$ cat src/common/adc_mon_consts.vh
`ifndef ADC_MON_CONSTS_VH
`define ADC_MON_CONSTS_VH

// Serial address, arbitrary value
`define SLAVE_ADDR      7'h2a

// Register pointers
`define REG_CMD         8'h00
`define REG_RES_HI      8'h01
`define REG_RES_LO      8'h02

// Command field positions and channel count
`define CMD_GO_BIT      7
`define CMD_ATT_BIT     4
`define CMD_CH_MSB      2
`define NUM_CHANNELS    3'h6

// Status field positions
`define ST_DONE_BIT     7
`define ST_BUSY_BIT     6

// Reset values
`define CH_RST          3'h0
`define ATT_RST         1'b0
`define RES_RST         12'h000

// Timing
`define CLK_KHZ         50000
`define TOUT_MIN_MS     25
`define TOUT_CYC_DFLT   21'h1312d0

`endif

$ cat src/rtl/adc_monitor_readout.v
`timescale 1ns/1ns
`include "adc_mon_consts.vh"

module adc_monitor_readout #(
    parameter [20:0] TOUT_CYC = `TOUT_CYC_DFLT
) (
    input  wire        mclk,
    input  wire        rst_n,
    input  wire        scl_in,
    input  wire        sda_in,
    output wire        sda_out,
    output reg         sda_oe,
    output reg  [2:0]  adc_sel,
    output reg         adc_atten,
    output reg         adc_start,
    input  wire        adc_done,
    input  wire [9:0]  adc_code,
    output reg         scl_timeout
);
    // ------------------------------------------------------------
    // States
    // ------------------------------------------------------------
    localparam [6:0] ST_IDLE = 7'h01;
    localparam [6:0] ST_ADDR = 7'h02;
    localparam [6:0] ST_AACK = 7'h04;
    localparam [6:0] ST_WR   = 7'h08;
    localparam [6:0] ST_WACK = 7'h10;
    localparam [6:0] ST_RD   = 7'h20;
    localparam [6:0] ST_RACK = 7'h40;

    // ------------------------------------------------------------
    // Pin synchronisers and edges
    // ------------------------------------------------------------
    wire scl_s;
    wire sda_s;
    reg  scl_q;
    reg  sda_q;

    sync2 #(.W(1)) u_scl_sync (
        .mclk  (mclk),
        .rst_n (rst_n),
        .d     (scl_in),
        .q     (scl_s)
    );

    sync2 #(.W(1)) u_sda_sync (
        .mclk  (mclk),
        .rst_n (rst_n),
        .d     (sda_in),
        .q     (sda_s)
    );

    always @(posedge mclk) begin
        if (!rst_n) begin
            scl_q <= 1'b1;
            sda_q <= 1'b1;
        end else begin
            scl_q <= scl_s;
            sda_q <= sda_s;
        end
    end

    wire scl_rise = scl_s & ~scl_q;
    wire scl_fall = ~scl_s & scl_q;
    wire start_c  = scl_s & scl_q & sda_q & ~sda_s;
    wire stop_c   = scl_s & scl_q & ~sda_q & sda_s;

    assign sda_out = 1'b0;

    // ------------------------------------------------------------
    // Clock-low timeout
    // ------------------------------------------------------------
    reg [20:0] low_cnt_q;
    wire       tout_hit = (low_cnt_q == TOUT_CYC - 21'h000001) & ~scl_s;

    always @(posedge mclk) begin
        if (!rst_n) begin
            low_cnt_q   <= 21'h000000;
            scl_timeout <= 1'b0;
        end else begin
            scl_timeout <= tout_hit;
            if (scl_s)
                low_cnt_q <= 21'h000000;
            else if (low_cnt_q != TOUT_CYC)
                low_cnt_q <= low_cnt_q + 21'h000001;
        end
    end

    // ------------------------------------------------------------
    // Conversion control and result
    // ------------------------------------------------------------
    reg  [11:0] result_q;
    reg         done_q;
    reg         busy_q;
    reg         go_w;
    reg  [7:0]  cmd_w;
    wire [11:0] raw12 = {2'b00, adc_code};
    wire [11:0] x3    = raw12 + {1'b0, adc_code, 1'b0};

    always @(posedge mclk) begin
        if (!rst_n) begin
            adc_sel   <= `CH_RST;
            adc_atten <= `ATT_RST;
            adc_start <= 1'b0;
            result_q  <= `RES_RST;
            done_q    <= 1'b0;
            busy_q    <= 1'b0;
        end else begin
            adc_start <= 1'b0;
            if (go_w) begin
                adc_sel   <= cmd_w[`CMD_CH_MSB:0];
                adc_atten <= cmd_w[`CMD_ATT_BIT];
                adc_start <= 1'b1;
                busy_q    <= 1'b1;
                done_q    <= 1'b0;
            end
            if (adc_done && busy_q) begin
                result_q <= adc_atten ? x3 : raw12;
                busy_q   <= 1'b0;
                done_q   <= 1'b1;
            end
        end
    end

    // ------------------------------------------------------------
    // Serial slave
    // ------------------------------------------------------------
    reg [6:0] state_q;
    reg [3:0] bit_cnt_q;
    reg [7:0] shift_q;
    reg [7:0] ptr_q;
    reg       first_q;
    reg [7:0] rd_data;

    always @* begin
        case (ptr_q)
            `REG_CMD:    rd_data = {done_q, busy_q, 1'b0, adc_atten, 1'b0, adc_sel};
            `REG_RES_HI: rd_data = result_q[11:4];
            `REG_RES_LO: rd_data = {4'h0, result_q[3:0]};
            default:     rd_data = 8'h00;
        endcase
    end

    always @* begin
        cmd_w = shift_q;
        go_w  = (state_q == ST_WR) && scl_fall && (bit_cnt_q == 4'h8) && !first_q
                && (ptr_q == `REG_CMD) && shift_q[`CMD_GO_BIT]
                && (shift_q[`CMD_CH_MSB:0] < `NUM_CHANNELS);
    end

    always @(posedge mclk) begin
        if (!rst_n) begin
            state_q   <= ST_IDLE;
            bit_cnt_q <= 4'h0;
            shift_q   <= 8'h00;
            ptr_q     <= 8'h00;
            first_q   <= 1'b0;
            sda_oe    <= 1'b0;
        end else if (tout_hit || stop_c) begin
            state_q <= ST_IDLE;
            sda_oe  <= 1'b0;
        end else if (start_c) begin
            state_q   <= ST_ADDR;
            bit_cnt_q <= 4'h0;
            first_q   <= 1'b1;
            sda_oe    <= 1'b0;
        end else begin
            case (state_q)
                ST_IDLE: begin
                    sda_oe <= 1'b0;
                end
                ST_ADDR, ST_WR: begin
                    if (scl_rise) begin
                        shift_q   <= {shift_q[6:0], sda_s};
                        bit_cnt_q <= bit_cnt_q + 4'h1;
                    end else if (scl_fall && bit_cnt_q == 4'h8) begin
                        if (state_q == ST_ADDR) begin
                            if (shift_q[7:1] == `SLAVE_ADDR) begin
                                sda_oe  <= 1'b1;
                                state_q <= shift_q[0] ? ST_RACK : ST_AACK;
                            end else begin
                                state_q <= ST_IDLE;
                            end
                        end else begin
                            sda_oe  <= 1'b1;
                            state_q <= ST_WACK;
                            if (first_q) begin
                                ptr_q   <= shift_q;
                                first_q <= 1'b0;
                            end else begin
                                ptr_q <= ptr_q + 8'h01;
                            end
                        end
                    end
                end
                ST_AACK, ST_WACK: begin
                    if (scl_fall) begin
                        sda_oe    <= 1'b0;
                        bit_cnt_q <= 4'h0;
                        state_q   <= ST_WR;
                    end
                end
                ST_RACK: begin
                    if (scl_rise && !sda_oe && sda_s) begin
                        state_q <= ST_IDLE;
                    end else if (scl_fall) begin
                        shift_q   <= rd_data;
                        sda_oe    <= ~rd_data[7];
                        bit_cnt_q <= 4'h1;
                        state_q   <= ST_RD;
                    end
                end
                ST_RD: begin
                    if (scl_fall) begin
                        if (bit_cnt_q == 4'h8) begin
                            sda_oe  <= 1'b0;
                            ptr_q   <= ptr_q + 8'h01;
                            state_q <= ST_RACK;
                        end else begin
                            shift_q   <= {shift_q[6:0], 1'b0};
                            sda_oe    <= ~shift_q[6];
                            bit_cnt_q <= bit_cnt_q + 4'h1;
                        end
                    end
                end
                default: begin
                    state_q <= ST_IDLE;
                    sda_oe  <= 1'b0;
                end
            endcase
        end
    end
endmodule

$ cat src/rtl/sync2.v
`timescale 1ns/1ns
module sync2 #(
    parameter W = 1
) (
    input  wire         mclk,
    input  wire         rst_n,
    input  wire [W-1:0] d,
    output reg  [W-1:0] q
);
    reg [W-1:0] meta_q;

    always @(posedge mclk) begin
        if (!rst_n) begin
            meta_q <= {W{1'b1}};
            q      <= {W{1'b1}};
        end else begin
            meta_q <= d;
            q      <= meta_q;
        end
    end
endmodule
$ cat config.mk
export PLATFORM = sky130hd
export DESIGN_NAME = adc_monitor_readout
export DESIGN_NICKNAME = d
export VERILOG_FILES = /design/src/rtl/adc_monitor_readout.v /design/src/rtl/sync2.v
export VERILOG_INCLUDE_DIRS = /design/src /design/src/common
export SDC_FILE = /design/constraint.sdc
export NUM_CORES = 1
export LEC_CHECK = 0
export BUFFER_PORTS_ARGS = -buffer_cell sky130_fd_sc_hd__buf_2
export CORE_MARGIN = 1
export CORE_UTILIZATION = 30
export DETAILED_ROUTE_END_ITERATION = 8
export HOLD_SLACK_MARGIN = 0.06
export PLACE_DENSITY = 0.56
export SYNTH_ARGS = -nofsm -noshare
export SYNTH_HDL_FRONTEND = slang
export SYNTH_SLANG_ARGS = --single-unit
$ cat constraint.sdc
create_clock -name mclk -period 2.36 [get_ports mclk]
set_input_delay 0.472 -clock mclk [delete_from_list [all_inputs] [get_ports mclk]]
set_output_delay 0.472 -clock mclk [all_outputs]
set_load 0.02 [all_outputs]
==> results of run 1 <==
-- what timing repair did --
| action | CTS | global route |
|---|---|---|
| endpoints found under the hold margin | 0 | 0 |
| setup endpoints to repair | 1 | 0 |
| gates resized for setup | 1 | 0 |
-- sequential cells by signal (all words and copies together), names as in the netlist, 3 cells and up --
signal     flops
low_cnt_q     21
result_q      12
cmd_w          8
ptr_q          8
state_q        7
bit_cnt_q      4
adc_sel        3
-- kinds of logic after synthesis --
| kind of cell | share of synthesized area, % |
|---|---|
| xor gates and xnor gates | 4.433 |
| other | 0.08627 |
| adders and majority gates | 5.642 |
| DFF | 35.00 |
| and+or+nand+nor | 26.25 |
| muxes | 3.224 |
| AOI/OAI and AO/OA | 21.10 |
| buffers and inverters | 4.260 |
-- metal layers --
metal | routed length (um) | vias to the layer above
li1 | - | 1965
met1 | 4966 | 1821
met2 | 4979 | 99
met3 | 392 | 22
met4 | 241 | 0
met5 | 0 | -
-- worst min-delay path by stage --
| stage | start | end | slack (ps) | depth (start not counted) |
|---|---|---|---|---|
| CTS | sda_in | u_sda_sync.meta_q | 310 | 2 |
| global route | sda_in | u_sda_sync.meta_q | 330 | 2 |
| global placement | u_sda_sync.meta_q | u_sda_sync.q | 400 | 1 |
| finish | sda_in | u_sda_sync.meta_q | 330 | 2 |
| detailed placement | u_scl_sync.meta_q | u_scl_sync.q | 390 | 1 |
| floorplan | u_scl_sync.meta_q | u_scl_sync.q | 390 | 1 |
-- metrics by stage --
| step | total power, uW | std cells | hold WS, ps | worst slack, ps |
|---|---|---|---|---|
| finish | 2788 | 747 | 325.7 | 153.2 |
| floorplan | 1486 | 528 | 386.3 | 367.2 |
| global route | 2908 | 747 | 326.2 | 4.085 |
| CTS | 2826 | 747 | 312.6 | 147.6 |
| detailed placement | 1553 | 731 | 391.4 | 10.21 |
| global placement | 1547 | 731 | 401.1 | 35.68 |
-- cell usage in the layout, fill, tap and decap left out, types with 6 or more instances in the layout --
master and count:
o211ai_1 7, xor2_1 9, o21ai_1 6, o21ai_0 28
nor3_1 11, xnor2_1 13, nor2_1 47, nand2_1 57
dfxtp_1 76, buf_2 21, buf_4 24, mux2i_1 14
a21oi_1 30, clkbuf_16 9, nand2b_1 14, inv_1 21
nor2b_1 9, or3_1 6, o211a_1 8, and2_1 8
nand3_1 22, o22ai_1 6, ha_1 18, and3_1 8
-- area by class of cell --
cell class / instances / area [um2] / area share [%]
Clock buffer: 11 / 242.7 / 4.806
Clock inverter: 5 / 27.53 / 0.5450
Inverter: 22 / 82.58 / 1.635
Multi-Input combinational cell: 407 / 2646 / 52.39
Sequential cell: 76 / 1521 / 30.12
Tap cell: 180 / 225.2 / 4.459
Timing Repair Buffer: 46 / 305.3 / 6.044
-- power breakdown --
group	switching (uW)	internal [uW]	total, uW
combinational	135	91.2	226
clock	527	733	1260
sequential	9.86	1290	1300
-- worst register-to-register path: stages, from the launching register on --
cell and delay [ps]:
dfxtp_1 370, nor4_2 470, nand3b_1 150, or2_1 270, o2bb2ai_2 150, a211oi_4 360
a21boi_1 240, o32ai_2 90
==> impl_metrics.toml, run 1 <==
[outcome]
status = "complete, no violations"

[floorplanning]
pin_count = 23
die-area_um2 = 14970
dieHeight_um = 122.4
initial_core_util_pct = 31.07
core_area_um2 = 13990
rows = 43
die_x_um = 122.4

[worst_setup_path]
path_cells = "nor4_2, nand3b_1, or2_1, o2bb2ai_2, a211oi_4, a21boi_1, o32ai_2"
critPathCapture = "bit_cnt_q[3]"
cp_slowest_cell = "nor4_2"
regToRegSetupSlack_ps = 150
max_stage_delay_ps = 470
cp-start-kind = "flop"
cp_top_family = "simple AND/OR/NAND/NOR gates"
worstSetupStartpoint = "state_q[3]"
cp.arrival_ps = 2430
end_kind = "flop"
r2r_cells = 7
critical_path_required_ps = 2580
r2r-end = "bit_cnt_q[3]"
critPathBufInv = 0
path_max_fanout = 6
r2r-start = "state_q[3]"
worst-setup-path-type = "flop to flop"
worst-path-stages = 7

[layout]
area_growth_pct = 16.21
num_antenna_cells = 0
fin_util_pct = 36.11
layout.nets = 596
drive_above_1_share_pct = 12.87
finalInstanceArea_um2 = 5051
fillers = 1474

[route]
first_pass_iters = 5
wl_mm = 10.58
via_count = 3907
wl_per_cell_um = 14.16
postRouteAntennaNets = 0
viasPerCell = 5.230
drc_errors = 0
drtIter0Drc = 240

[timing]
maxSlewHeadroom_pct = 61.07
rsz0062_at_grt = "false"
finalSetupTns_ps = 0
clock_skew_ps = 5.825
hold_viol_final = 0
finalCriticalPeriod_ps = 2207
final-setup-viol-count = 0
max_freq_mhz = 453.1
worst_slew_pin_slew_ps = 583.9
slew_violations = 0
fin_crit_sh_pct = 93.51

[cts]
cts_hold_buf = 0
cts_made_buffers = 9
cts_tree = "built"
htreeDepth = 3
cts_buffer_depth = 2
cts_sinks = 76
insertion_delay_ps = 340
postCtsSetupBuffers = 0
cts-root-buf = "clkbuf_16"
clkTransAtPathRegs_ps = 60

[power_and_ir_drop]
ir_drop_mv = 0.3319
power_density_nw_per_um2 = 552.1
p_leak_uw = 0.001894

[grt]
grt_use_met2_pct = 25.00
grt_pass1_vias = 3700
grt_pass1_wl_mm = 18.00
top_usage_layer = "met2"
track_usage_pct = 15.19
grt_max_degree = 27
grt_use_met1_pct = 19.45
overflow = 0
antenna_found_initial = 0
grt_util_met3_pct = 2.602

[synth]
seq_area_frac_synth_pct = 35.00
synth_area_leaders = "dfxtp_1 35%, ha_1 5.2%, nand2_1 4.9%"
synth_cell_types = 66
netlist_instances = 528
synth-warning-count = 0
synthArstFlopShare_pct = 0
synth_edf_count = 0
syn_avg_cell_area_um2 = 8.232
synth.most_common_cell = "dfxtp_1"
syn_area_um2 = 4347
syn-num-nets = 562
synth_seq_cells = 76
ys.flop_type = "dfxtp_1"
yosysTopAreaCell = "dfxtp_1"
synth_top_area_share_pct = 35.00
synthTopCellsByCount = "76 x dfxtp_1, 57 x nand2_1, 47 x nor2_1, 30 x a21oi_1, 28 x o21ai_0"

[place]
placed_area_um2 = 4775
detailedPlacementHpwl_mm = 7.932
io_buffers = 21
gp_congestion = 0.9153

[min_path]
worstHoldPathType = "primary input to flop"

[job]
maxCapViolCount = 0
Note: power is estimated with default switching activity, not from simulation.
==> run 2: changes to the inputs <==
clock period = 2.42 ns   (was 2.36 ns; I/O delays follow)
==> impl_metrics.toml, run 2 (synthesized netlist as in run 1, its figures left out) <==
[power_and_ir_drop]
swShare_pct = 22.00
pwr-share-seq_pct = 44.0
ir_drop_mv = 0.3301
p_leak_uw = 0.001873
switchingPower_uw = 635.5
total_power_uw = 2889
power_frac_comb_pct = 7.1
power_density_nw_per_um2 = 574.5
intPower_uw = 2254
clkPwrFrac_pct = 48.8

[layout]
regMostFlops = "low_cnt_q"
layout.nets = 586
area_growth_pct = 15.69
fin_util_pct = 35.95
largestRegisters = "low_cnt_q x21, result_q x12"
num_antenna_cells = 0
final_common_cell = "dfxtp_1"
layout_common_cells = "76 x dfxtp_1, 57 x nand2_1, 47 x nor2_1"
drive_above_1_share_pct = 11.67
multi_input_area_um2 = 2646
largest_reg_flops = 21
fillers = 1467
regArea_um2 = 1521

[floorplanning]
die_x_um = 122.4
core_area_um2 = 13990
dieHeight_um = 122.4
die-area_um2 = 14970
pin_count = 23
rows = 43
initial_core_util_pct = 31.07

[timing]
final-setup-viol-count = 0
maxSlewHeadroom_pct = 54.61
worst_slew_pin_slew_ps = 674.6
hold_viol_final = 0
finalSetupTns_ps = 0
finalCriticalPeriod_ps = 2268
rsz0062_at_grt = "false"
fin_ws_ps = 152.3
clock_skew_ps = 8.191
slew_violations = 0
max_freq_mhz = 441.0
fin_crit_sh_pct = 93.71
whs_ps = 335.0

[cts]
cts-root-buf = "clkbuf_16"
clkTransAtPathRegs_ps = 60
insertion_delay_ps = 340
cts_made_buffers = 9
htreeDepth = 3
cts_buffer_depth = 2
cts_resized = 0
cts_hold_buf = 0
cts_tree = "built"
cts_sinks = 76
postCtsSetupBuffers = 0

[grt]
grt_pass1_wl_mm = 17.57
grt_max_degree = 27
track_usage_pct = 14.88
antenna_found_initial = 0
overflow = 0
grt_pass1_vias = 3718

[route]
drc_errors = 0
first_pass_iters = 5
postRouteAntennaNets = 0
drtIter0Drc = 140
via_count = 3828
viasPerCell = 5.194
wl_per_cell_um = 13.96
wl_mm = 10.29

[worst_setup_path]
regToRegSetupSlack_ps = 150
critical_path_required_ps = 2640
path_max_fanout = 10
worst-setup-path-type = "flop to flop"
end_kind = "flop"
cp-start-kind = "flop"
r2r_cells = 7
r2r-end = "bit_cnt_q[3]"
cp.arrival_ps = 2490
r2r-start = "state_q[6]"

[outcome]
status = "complete, no violations"

[min_path]
min_from = "scl_in"
whs_path_depth = 2
worstHoldPathType = "primary input to flop"
whs_endpoint = "u_scl_sync.meta_q"

[place]
pre_cts_ws_ps = 89.10
detailedPlacementHpwl_mm = 7.784
io_buffers = 21
gp_congestion = 0.8891

[job]
maxCapViolCount = 0
==> run 2: cell count changes in the layout (fill, tap and decap cells not counted), sizes merged <==
cell / delta
buf: -10
bufinv: +1
clkinv: -3
clkbuf: +2
==> run 2: worst max-delay path, cell delays in order, from the launching register on <==
cell	delay [ps]
dfxtp_1	410
nor4_2	410
nand3b_1	200
or2_1	280
o2bb2ai_2	140
a211oi_4	370
a21boi_1	250
o32ai_2	90
==> run 2: how the worst max path moves through the flow <==
| stage | start | to | slack, ps | cells after the start |
|---|---|---|---|---|
| detailed placement | adc_code[1] | result_q[10] | 90 | 9 |
| global route | state_q[3] | state_q[0] | 2 | 8 |
| finish | state_q[6] | bit_cnt_q[3] | 150 | 7 |
| CTS | state_q[6] | bit_cnt_q[3] | 170 | 7 |
| global placement | adc_code[1] | result_q[10] | 150 | 9 |
| floorplan | adc_code[0] | result_q[9] | 420 | 10 |
==> run 2: cell type report <==
cell class	count	area share [%]
well taps	180	4.479
multi-input cells	407	52.63
inverters	22	1.642
repair buffers	36	4.578
clock inverters	3	0.8460
flip-flops and latches	76	30.26
clock buffers	13	5.574
==> run 2: per-layer routing <==
layer | vias to the layer above | global-route usage (%) | part of all wire, %
met5 | - | 0 | 0
met3 | 14 | 3.020 | 3.4
li1 | 1940 | - | -
met2 | 63 | 25.14 | 48
met4 | 0 | 5.640 | 1.8
met1 | 1811 | 18.51 | 47
==> run 2: power groups by stage <==
stage	Sequential, uW	Clock (uW)	Combinational [uW]
after global routing	1270	1510	234
final	1270	1410	206
after floorplan	1290	0	155
after global placement	1300	0	204
after CTS	1270	1440	208
after detailed placement	1300	0	207
==> run 2: stage by stage <==
step,area (um2),cells
floorplan,4347,528
global placement,4700,721
detailed placement,4700,721
CTS,5022,737
global route,5029,737
finish,5029,737
